==> src/gffm_pkg.sv <==
// Constants shared by the gyro fault-flag monitor files
package gffm_pkg;
  localparam int unsigned CLK_PERIOD_NS = 100;
  localparam int unsigned NVM_CHECK_US = 50;
  localparam int unsigned NVM_CHECK_CYC = (NVM_CHECK_US * 1000) / CLK_PERIOD_NS;
  localparam int unsigned RAM_CHECK_US = 1;
  localparam int unsigned RAM_CHECK_CYC = (RAM_CHECK_US * 1000) / CLK_PERIOD_NS;
  localparam int unsigned DECAY_MS = 50;
  localparam int unsigned DECAY_CYC = (DECAY_MS * 1000000) / CLK_PERIOD_NS;
  localparam int unsigned PERSIST_CYC = 16;
  localparam int unsigned ADDR_W = 9;
  localparam logic [ADDR_W-1:0] ADDR_QUAD = 9'h008;
  localparam logic [ADDR_W-1:0] ADDR_FHI = 9'h00A;
  localparam logic [ADDR_W-1:0] ADDR_FLO = 9'h00B;
  // High fault byte bit positions
  localparam int unsigned HI_GROSS = 3;
  localparam int unsigned HI_SWING = 2;
  localparam int unsigned HI_REGH = 1;
  localparam int unsigned HI_REGL = 0;
  // Low fault byte bit positions
  localparam int unsigned LO_PLL = 7;
  localparam int unsigned LO_QUAD = 6;
  localparam int unsigned LO_CFG = 5;
  localparam int unsigned LO_RAM = 4;
  localparam int unsigned LO_PWR = 3;
  localparam int unsigned LO_CST = 2;
  localparam int unsigned LO_FORCE = 1;
  // Response kind codes
  localparam logic [1:0] KIND_INVALID = 2'h0;
  localparam logic [1:0] KIND_VALID = 2'h1;
  localparam logic [1:0] KIND_SELFTEST = 2'h2;
  localparam logic [1:0] KIND_RW = 2'h3;
  // Thresholds
  localparam logic [15:0] QUAD_LIMIT = 16'h1000;
  localparam logic [15:0] QACC_LIMIT = 16'h0140;
  localparam logic [16:0] ST_LOW_LIM = 17'h0_0200;
  localparam logic [16:0] ST_HIGH_LIM = 17'h0_0740;
  localparam logic [15:0] ST_NOMINAL = 16'h0000;
  // Arbitrary check pattern held in ROM
  localparam logic [7:0] RAM_PATTERN = 8'hA5;
  localparam logic [7:0] RAM_UPSET_MASK = 8'h01;
  localparam int unsigned NUM_PINS = 5;
endpackage

==> src/gffm_det_if.sv <==
// Carrier between the monitor core and its detector helpers
`timescale 1ns/100ps
`default_nettype none
interface gffm_det_if;
  logic [1:0] vreg_raw;
  logic [1:0] vreg_hold;
  logic ram_upset;
  logic ram_bad;
  modport core (output vreg_raw, output ram_upset, input vreg_hold, input ram_bad);
  modport persist (input vreg_raw, output vreg_hold);
  modport vcheck (input ram_upset, output ram_bad);
endinterface
`default_nettype wire

==> src/gffm_persist.sv <==
// Persistence filter for the regulator threshold comparators
`timescale 1ns/100ps
`default_nettype none
module gffm_persist
  import gffm_pkg::*;
#(
  parameter int unsigned N = PERSIST_CYC
) (
  // Clock and reset
  input wire logic clock_i,
  input wire logic rst_b_i,
  // Detector carrier
  gffm_det_if.persist det
);
  localparam int unsigned CW = $clog2(N + 1);
  localparam logic [CW-1:0] CNT_MAX = CW'(N);
  localparam logic [CW-1:0] CNT_LAST = CW'(N - 1);

  for (genvar g = 0; g < 2; g++) begin : g_ch
    logic [CW-1:0] cnt_q;
    logic hold_q;
    always_ff @(posedge clock_i or negedge rst_b_i) begin
      if (!rst_b_i) begin
        cnt_q <= '0;
        hold_q <= 1'b0;
      end else if (!det.vreg_raw[g]) begin
        cnt_q <= '0;
        hold_q <= 1'b0;
      end else begin
        if (cnt_q != CNT_MAX) begin
          cnt_q <= cnt_q + 1'b1;
        end
        hold_q <= (cnt_q >= CNT_LAST); // RQ25
      end
    end
    assign det.vreg_hold[g] = hold_q;
  end
endmodule
`default_nettype wire

==> src/gffm_ramchk.sv <==
// Volatile check register compared against its ROM pattern
`timescale 1ns/100ps
`default_nettype none
module gffm_ramchk
  import gffm_pkg::*;
(
  // Clock and reset
  input wire logic clock_i,
  input wire logic rst_b_i,
  // Detector carrier
  gffm_det_if.vcheck det
);
  localparam int unsigned CW = $clog2(RAM_CHECK_CYC);
  localparam logic [CW-1:0] CNT_LAST = CW'(RAM_CHECK_CYC - 1);
  logic [7:0] vol_q;
  logic [CW-1:0] tick_q;
  logic bad_q;

  // Pattern loaded only by power-on reset
  always_ff @(posedge clock_i or negedge rst_b_i) begin
    if (!rst_b_i) begin
      vol_q <= RAM_PATTERN; // RQ15 RQ16
    end else if (det.ram_upset) begin
      vol_q <= vol_q ^ RAM_UPSET_MASK;
    end
  end

  always_ff @(posedge clock_i or negedge rst_b_i) begin
    if (!rst_b_i) begin
      tick_q <= '0;
      bad_q <= 1'b0;
    end else if (tick_q == CNT_LAST) begin
      tick_q <= '0;
      bad_q <= (vol_q != RAM_PATTERN); // RQ15
    end else begin
      tick_q <= tick_q + 1'b1;
    end
  end
  assign det.ram_bad = bad_q;
endmodule
`default_nettype wire

==> src/gffm_monitor.sv <==
// Fault-flag monitor core: sticky flags, read clear, response status
// Operation
// (RQ1) A set fault flag holds until the host reads its register.
// (RQ2) A still-present fault sets its flag again right after the read.
// (RQ3) Low fault byte rides on every sensor-data response.
// (RQ4) Read at the high fault address returns high then low byte.
// (RQ5) Host polls the fault registers at 250 Hz or faster.
// (RQ6) Gross-error flag sets whenever the response kind is forced invalid.
// (RQ7) Response self-test position carries swing fault OR self-test fault.
// (RQ8) Regulator above threshold sets regulator-high and power fault together.
// (RQ9) Regulator below threshold sets regulator-low and power fault together.
// (RQ10) Power fault sets whenever regulator-high or regulator-low is set.
// (RQ11) Phase-lock failure forces the response kind to invalid.
// (RQ12) Quadrature level above 4096 raises the quadrature fault.
// (RQ13) Quadrature accumulator at its rate-offset limit raises the quadrature fault.
// (RQ14) Config-store checksum checked every 50 us; mismatch sets its flag.
// (RQ15) ROM pattern copied at start, compared every 1 us; mismatch flags.
// (RQ16) ROM pattern reloads into the check register only at power cycle.
// (RQ17) Self-test deviation over 512 sets the self-test flag.
// (RQ18) Self-test deviation over 1856 also forces response kind invalid.
// (RQ19) Force-fault request provokes every fault in both registers.
// (RQ20) All forced faults appear within 50 ms.
// (RQ21) While force-fault is set the response kind is self-test data.
// (RQ22) Faults decay for 50 ms after force-fault is cleared.
// (RQ23) Host reads both fault registers after a power fault response.
// (RQ24) Kind codes: 00 invalid, 01 valid, 10 self-test, 11 read/write.
// (RQ25) Regulator flags need the comparator true for N consecutive cycles.
`timescale 1ns/100ps
`default_nettype none
module gffm_monitor
  import gffm_pkg::*;
#(
  parameter int unsigned DECAY_CYCLES = DECAY_CYC,
  parameter int unsigned PERSIST_CYCLES = PERSIST_CYC
) (
  // Clock and reset
  input wire logic clock_i,
  input wire logic rst_b_i,
  // Analog detector pins
  input wire logic vreg_above_i,
  input wire logic vreg_below_i,
  input wire logic swing_low_i,
  input wire logic pll_unlock_i,
  input wire logic ram_upset_i,
  // Measurement values
  input wire logic [15:0] quad_level_i,
  input wire logic [15:0] quad_acc_i,
  input wire logic [15:0] st_value_i,
  input wire logic [15:0] cfg_sum_i,
  input wire logic [15:0] cfg_ref_i,
  // Register access
  input wire logic rd_i,
  input wire logic wr_i,
  input wire logic [ADDR_W-1:0] addr_i,
  input wire logic [15:0] wr_data_i,
  output logic [15:0] rd_data_o,
  output logic rd_err_o,
  // Sensor-data response
  input wire logic exchange_i,
  output logic [1:0] sd_kind_o,
  output logic [7:0] sd_flags_o,
  // Fault injection state
  output logic inject_o
);
  localparam int unsigned DW = $clog2(DECAY_CYCLES + 1);
  localparam int unsigned NW = $clog2(NVM_CHECK_CYC);
  localparam logic [NW-1:0] NVM_LAST = NW'(NVM_CHECK_CYC - 1);
  localparam logic [DW-1:0] DECAY_LOAD = DW'(DECAY_CYCLES);

  gffm_det_if det ();

  ////////////////////////////////////////////////////////////////////////
  // Pin synchronisers: a change counts once stages two and three agree
  logic [NUM_PINS-1:0] pin_raw;
  logic [NUM_PINS-1:0] pin_clean;
  assign pin_raw = {ram_upset_i, pll_unlock_i, swing_low_i, vreg_below_i, vreg_above_i};

  for (genvar g = 0; g < NUM_PINS; g++) begin : g_sync
    logic s1_q;
    logic s2_q;
    logic s3_q;
    logic clean_q;
    always_ff @(posedge clock_i or negedge rst_b_i) begin
      if (!rst_b_i) begin
        s1_q <= 1'b0;
        s2_q <= 1'b0;
        s3_q <= 1'b0;
        clean_q <= 1'b0;
      end else begin
        s1_q <= pin_raw[g];
        s2_q <= s1_q;
        s3_q <= s2_q;
        if (s2_q == s3_q) begin
          clean_q <= s3_q;
        end
      end
    end
    assign pin_clean[g] = clean_q;
  end

  ////////////////////////////////////////////////////////////////////////
  // Force-fault request and decay window
  logic force_q;
  logic [DW-1:0] decay_q;
  logic inject;
  logic wr_force;
  assign wr_force = wr_i && (addr_i == ADDR_FHI);
  assign inject = force_q || (decay_q != '0);

  always_ff @(posedge clock_i or negedge rst_b_i) begin
    if (!rst_b_i) begin
      force_q <= 1'b0;
    end else if (wr_force) begin
      force_q <= wr_data_i[LO_FORCE]; // RQ19
    end
  end

  always_ff @(posedge clock_i or negedge rst_b_i) begin
    if (!rst_b_i) begin
      decay_q <= '0;
    end else if (force_q) begin
      decay_q <= DECAY_LOAD; // RQ22
    end else if (decay_q != '0) begin
      decay_q <= decay_q - 1'b1;
    end
  end

  always_ff @(posedge clock_i or negedge rst_b_i) begin
    if (!rst_b_i) begin
      inject_o <= 1'b0;
    end else begin
      inject_o <= inject;
    end
  end

  ////////////////////////////////////////////////////////////////////////
  // Detectors
  assign det.vreg_raw = {pin_clean[1] | inject, pin_clean[0] | inject}; // RQ19 RQ20
  // Forced faults flag the volatile check directly; toggling the pattern would outlive the check
  assign det.ram_upset = pin_clean[4];

  gffm_persist #(
    .N(PERSIST_CYCLES)
  ) u_persist (
    .clock_i(clock_i),
    .rst_b_i(rst_b_i),
    .det(det.persist)
  );

  gffm_ramchk u_ramchk (
    .clock_i(clock_i),
    .rst_b_i(rst_b_i),
    .det(det.vcheck)
  );

  logic [16:0] st_diff;
  logic [16:0] st_dev;
  logic st_minor;
  logic st_major;
  logic quad_bad;
  logic [NW-1:0] nvm_tick_q;
  logic nvm_bad;
  assign st_diff = {st_value_i[15], st_value_i} - {ST_NOMINAL[15], ST_NOMINAL};
  assign st_dev = st_diff[16] ? (17'h0_0000 - st_diff) : st_diff;
  assign st_minor = (st_dev > ST_LOW_LIM) || inject; // RQ17
  assign st_major = (st_dev > ST_HIGH_LIM) || inject; // RQ18
  // RQ12 RQ13
  assign quad_bad = (quad_level_i > QUAD_LIMIT) || (quad_acc_i >= QACC_LIMIT) || inject;
  assign nvm_bad = (nvm_tick_q == NVM_LAST) && ((cfg_sum_i != cfg_ref_i) || inject); // RQ14

  always_ff @(posedge clock_i or negedge rst_b_i) begin
    if (!rst_b_i) begin
      nvm_tick_q <= '0;
    end else if (nvm_tick_q == NVM_LAST) begin
      nvm_tick_q <= '0;
    end else begin
      nvm_tick_q <= nvm_tick_q + 1'b1;
    end
  end

  ////////////////////////////////////////////////////////////////////////
  // Response kind selection
  logic [3:0] hi_q;
  logic [7:0] lo_q;
  logic [1:0] kind_d;
  always_comb begin
    if (force_q) begin
      kind_d = KIND_SELFTEST; // RQ21 RQ24
    end else if (lo_q[LO_PLL] || st_major) begin
      kind_d = KIND_INVALID; // RQ11 RQ18
    end else begin
      kind_d = KIND_VALID;
    end
  end

  ////////////////////////////////////////////////////////////////////////
  // Sticky fault flags; a set in the clearing cycle wins
  logic [3:0] hi_set;
  logic [7:0] lo_set;
  logic clr_hi;
  logic clr_lo;
  assign clr_hi = rd_i && (addr_i == ADDR_FHI);
  assign clr_lo = rd_i && ((addr_i == ADDR_FHI) || (addr_i == ADDR_FLO));

  always_comb begin
    hi_set = '0;
    hi_set[HI_GROSS] = (kind_d == KIND_INVALID) || inject; // RQ6
    hi_set[HI_SWING] = pin_clean[2] || inject;
    hi_set[HI_REGH] = det.vreg_hold[0]; // RQ8
    hi_set[HI_REGL] = det.vreg_hold[1]; // RQ9
    lo_set = '0;
    lo_set[LO_PLL] = pin_clean[3] || inject;
    lo_set[LO_QUAD] = quad_bad;
    lo_set[LO_CFG] = nvm_bad;
    lo_set[LO_RAM] = det.ram_bad || inject; // RQ15
    // Regulator flags cleared by this very read must not re-set the power fault
    lo_set[LO_PWR] = det.vreg_hold[0] || det.vreg_hold[1] || // RQ8 RQ9 RQ10
      ((hi_q[HI_REGH] || hi_q[HI_REGL]) && !clr_hi);
    lo_set[LO_CST] = st_minor;
  end

  always_ff @(posedge clock_i or negedge rst_b_i) begin
    if (!rst_b_i) begin
      hi_q <= '0;
    end else begin
      hi_q <= (hi_q & ~{4{clr_hi}}) | hi_set; // RQ1 RQ2
    end
  end

  always_ff @(posedge clock_i or negedge rst_b_i) begin
    if (!rst_b_i) begin
      lo_q <= '0;
    end else begin
      lo_q[7:2] <= (lo_q[7:2] & ~{6{clr_lo}}) | lo_set[7:2]; // RQ1 RQ2
      lo_q[LO_FORCE] <= wr_force ? wr_data_i[LO_FORCE] : lo_q[LO_FORCE];
      lo_q[0] <= 1'b0;
    end
  end

  ////////////////////////////////////////////////////////////////////////
  // Register read and write answers
  always_ff @(posedge clock_i or negedge rst_b_i) begin
    if (!rst_b_i) begin
      rd_data_o <= '0;
      rd_err_o <= 1'b0;
    end else if (wr_i) begin
      rd_data_o <= wr_data_i;
      rd_err_o <= !wr_force;
    end else if (rd_i) begin
      rd_err_o <= 1'b0;
      unique case (addr_i)
        ADDR_QUAD: rd_data_o <= quad_level_i;
        ADDR_FHI: rd_data_o <= {4'h0, hi_q, lo_q}; // RQ4
        ADDR_FLO: rd_data_o <= {lo_q, 8'h00};
        default: begin
          rd_data_o <= '0;
          rd_err_o <= 1'b1;
        end
      endcase
    end
  end

  // Sensor-data response status latched at the frame start
  always_ff @(posedge clock_i or negedge rst_b_i) begin
    if (!rst_b_i) begin
      sd_kind_o <= KIND_VALID;
      sd_flags_o <= '0;
    end else if (exchange_i) begin
      sd_kind_o <= kind_d;
      sd_flags_o <= lo_q; // RQ3
      sd_flags_o[LO_CST] <= lo_q[LO_CST] | hi_q[HI_SWING]; // RQ7
    end
  end
endmodule
`default_nettype wire

==> config.mk <==
export PLATFORM = sky130hd
export DESIGN_NAME = gffm_monitor
export DESIGN_NICKNAME = d
export VERILOG_FILES = /design/src/gffm_pkg.sv /design/src/gffm_det_if.sv /design/src/gffm_persist.sv /design/src/gffm_ramchk.sv /design/src/gffm_monitor.sv
export SDC_FILE = /design/constraint.sdc
export NUM_CORES = 1
export LEC_CHECK = 0
export ABC_AREA = 1
export BUFFER_PORTS_ARGS = -buffer_cell sky130_fd_sc_hd__clkbuf_2
export CELL_PAD_IN_SITES_DETAIL_PLACEMENT = 1
export CELL_PAD_IN_SITES_GLOBAL_PLACEMENT = 1
export CORE_ASPECT_RATIO = 1.4
export CORE_UTILIZATION = 35
export DETAILED_ROUTE_END_ITERATION = 8
export GPL_ROUTABILITY_DRIVEN = 0
export HOLD_SLACK_MARGIN = 0.1
export PLACE_DENSITY_LB_ADDON = 0.1
export SYNTH_ARGS = -nofsm -noshare
export SYNTH_HDL_FRONTEND = slang
export SYNTH_SLANG_ARGS = --single-unit
==> constraint.sdc <==
create_clock -name clock_i -period 1.8 [get_ports clock_i]
set_input_delay 0 -clock clock_i [delete_from_list [all_inputs] [get_ports clock_i]]
set_output_delay 0 -clock clock_i [all_outputs]
set_load 0.02 [all_outputs]
==> impl_metrics.tcl <==
set metrics [dict create \
    post_drt_via_cell_ratio 4.88 \
    finalCriticalPeriod_ps 1760 \
    p_leak_nw 3.77 \
    route.detailed.drc 0 \
    die-area_sq_um 16000 \
    cts_max_level 3 \
    worst_slew_pin_slew_ps 548 \
    num_io_pins 143 \
    path_max_fanout 6 \
    cpPeakStageDelay_ps 420 \
    ys_types 42 \
    critPathCaptureType "flip-flop" \
    start_kind "flip-flop" \
    path_clk_slew_ps 70 \
    hpwl_microns 12300 \
    dp_cells 1011 \
    synth_seq_cells 103 \
    dr_total_vias 5305 \
    syn_inst 675 \
    maxSlewViolCount 0 \
    synthTopCellsByArea "dfrtp_1 47%, nand2_1 9.7%, inv_1 6.7%" \
    cts_tree "built" \
    whs_ps 115 \
    path_class "flip-flop to flip-flop" \
    tns_ps 0 \
    grt.overflow.total 0 \
    avgSynthCellArea_sq_um 8.03 \
    clk_latency_ps 350 \
    final_cells 1086 \
    antenna_found_initial 0 \
    yosysWarningCount 0 \
    start_util_pct 36.0 \
    rsz0062_at_grt "true" \
    fin_ws_ps 44.6 \
    synth_top_area_cell "dfrtp_1" \
    relSlewSlack_pct 63.5 \
    wl_microns 16200 \
    power.total_mw 7.22 \
    synth_area_sq_um 5420 \
    core_sq_um 15100 \
    die_h_microns 149 \
    worstHoldPathType "primary input to flip-flop" \
    synth_edf_count 0 \
    crit_arrival_ps 1990 \
    final_hold_viol_count 0 \
    rows 53 \
    dr.pass1.iters 4 \
    ys_seq_area_share_pct 47.6 \
    drive_above_1_share_pct 23.7 \
    cts_root_buffer "clkbuf_16" \
    status "complete, no violations" \
    grtUsageTotal_pct 21.6 \
    peakVddDrop_uv 481 \
    layout.nets 1014 \
    drt-initial-drc-count 154 \
    cp_data_required_time_ps 2040 \
    die_x_microns 107 \
    crit_path_cell_trace "nor2_2 -> nand2_2 -> nor2_4 -> nand2_2 -> nor2_4 -> nand3_4 -> buf_4 -> nor2_1 -> buf_4 -> nor3b_1" \
    crit_slowest_cell "dfrtp_1" \
    cts.path.max_buffers 2 \
    cap_violations 0 \
    syn_nets 799 \
    clock.fmax_mhz 570 \
    wl_per_cell_microns 14.9 \
    power.density_nw_per_um2 979 \
    final_common_cell "nand2_1" \
    post-place-ws_ps 1.85 \
    fin_crit_sh_pct 97.5 \
    grt_pass1_vias 5717 \
    synth-async-reset-ratio_pct 100 \
    yosys.area.top_type_share_pct 46.6 \
    port_buffers 135 \
    grt_start_max_net_pins 39 \
    layout_common_cells "138 x nand2_1, 134 x clkbuf_2, 100 x dfrtp_1, 95 x inv_1, 80 x nor2_1" \
    synth_top_flop_cell "dfrtp_1" \
    postRouteAntennaNets 0 \
    diodes 0 \
    setup_viol 0 \
    syn_to_final_growth_pct 36.0 \
    skew_ps 7.42 \
    cts-buffers-inserted 9 \
    grt_pass1_wl_microns 27100 \
    cts_num_sinks 103 \
]
## metal layers
| layer | global-route usage [%] | vias to the layer above | part of all wire [%] | wire [microns] |
|---|---|---|---|---|
| li1 | - | 2611 | - | - |
| met1 | 24.6 | 2566 | 41 | 6610 |
| met2 | 40.3 | 101 | 54 | 8800 |
| met3 | 2.36 | 27 | 2.5 | 411 |
| met4 | 9.11 | 0 | 2.6 | 415 |
| met5 | 0 | - | 0 | 0 |
## path summary, 6_finish.rpt
| path | from | depth (start not counted) | slack [ps] | to |
|---|---|---|---|---|
| setup / recovery | decay_q[4] | 10 | 40 | u_persist.g_ch[1].cnt_q[2] |
| hold / removal | cfg_sum_i[11] | 7 | 120 | lo_q[5] |
| setup reg to reg | decay_q[4] | 10 | 40 | u_persist.g_ch[1].cnt_q[2] |
| hold reg to reg | g_sync[4].s1_q | 0 | 350 | g_sync[4].s2_q |
| max in group asynchronous | rst_b_i | 3 | 960 | u_ramchk.vol_q[0] |
| min in group asynchronous | rst_b_i | 2 | 180 | rd_data_o[6] |
## cell usage after synthesis (11+ instances only)
library cell  number
a21oi_1           27
a22oi_1           15
dfrtp_1          101
inv_1             97
nand2_1          140
nand3_1           38
nand4_1           11
nor2_1            85
nor3_1            12
o21ai_0           38
xnor2_1           12
xor2_1            16
## timing repair
action	4_1_cts	5_1_grt
hold endpoints to repair	131	0
resized for setup	2	15
setup endpoints to repair	4	21
hold buffers	51	0
buffers inserted	1	8
pin swaps	1	13
## stage by stage
step	area [sq um]	utilization, %
after floorplan	5420	-
after global placement	6470	43.0
after detailed placement	6470	43.0
after CTS	7280	48.3
after global routing	7370	49.0
final	7370	49.0
## area by class of cell
class | count | area (sq um)
Multi-Input combinational cell | 462 | 2450
Clock inverter | 3 | 43.8
Timing Repair Buffer | 216 | 1440
Fill cell | 1866 | 7680
Inverter | 98 | 373
Sequential cell | 103 | 2580
Clock buffer | 12 | 246
Tap cell | 192 | 240
## power breakdown
part / switching, mW / total (mW) / internal [mW]
Combinational: 1.16 / 2.10 / 0.936
Clock: 0.844 / 1.95 / 1.11
Sequential: 0.391 / 3.16 / 2.77
## logic make-up after synthesis
family / count (synthesis) / synth area share, %
other: 1 / 0.0692
buffers and inverters: 110 / 7.94
adder cells (fa/ha/maj): 14 / 3.00
flip-flops: 103 / 47.6
XOR/XNOR: 28 / 4.52
AO/OA/AOI/OAI: 101 / 10.8
AND/OR/NAND/NOR: 318 / 26.1
## critical path, delay by kind of cell, from the launching register on
kind	cells	cell delay (ps)
simple gates	8	900
flops	1	420
buf+inv	2	330
## state kept, by name, indices dropped and copies added, names as in the netlist
| register | count |
|---|---|
| u_persist.g_ch.hold_q | 2 |
| g_sync.s3_q | 5 |
| g_sync.clean_q | 4 |
| inject_o | 1 |
| rd_data_o | 16 |
| lo_q | 7 |
| hi_q | 4 |
| u_ramchk.vol_q | 1 |
| g_sync.s2_q | 5 |
| u_persist.g_ch.cnt_q | 10 |
| u_ramchk.tick_q | 4 |
| nvm_tick_q | 9 |
| rd_err_o | 1 |
| decay_q | 19 |
| det.ram_upset | 1 |
| sd_kind_o | 1 |
| u_ramchk.det.ram_bad | 1 |
| g_sync.s1_q | 5 |
| sd_flags_o | 7 |
Power figures use the tool's default switching activity.
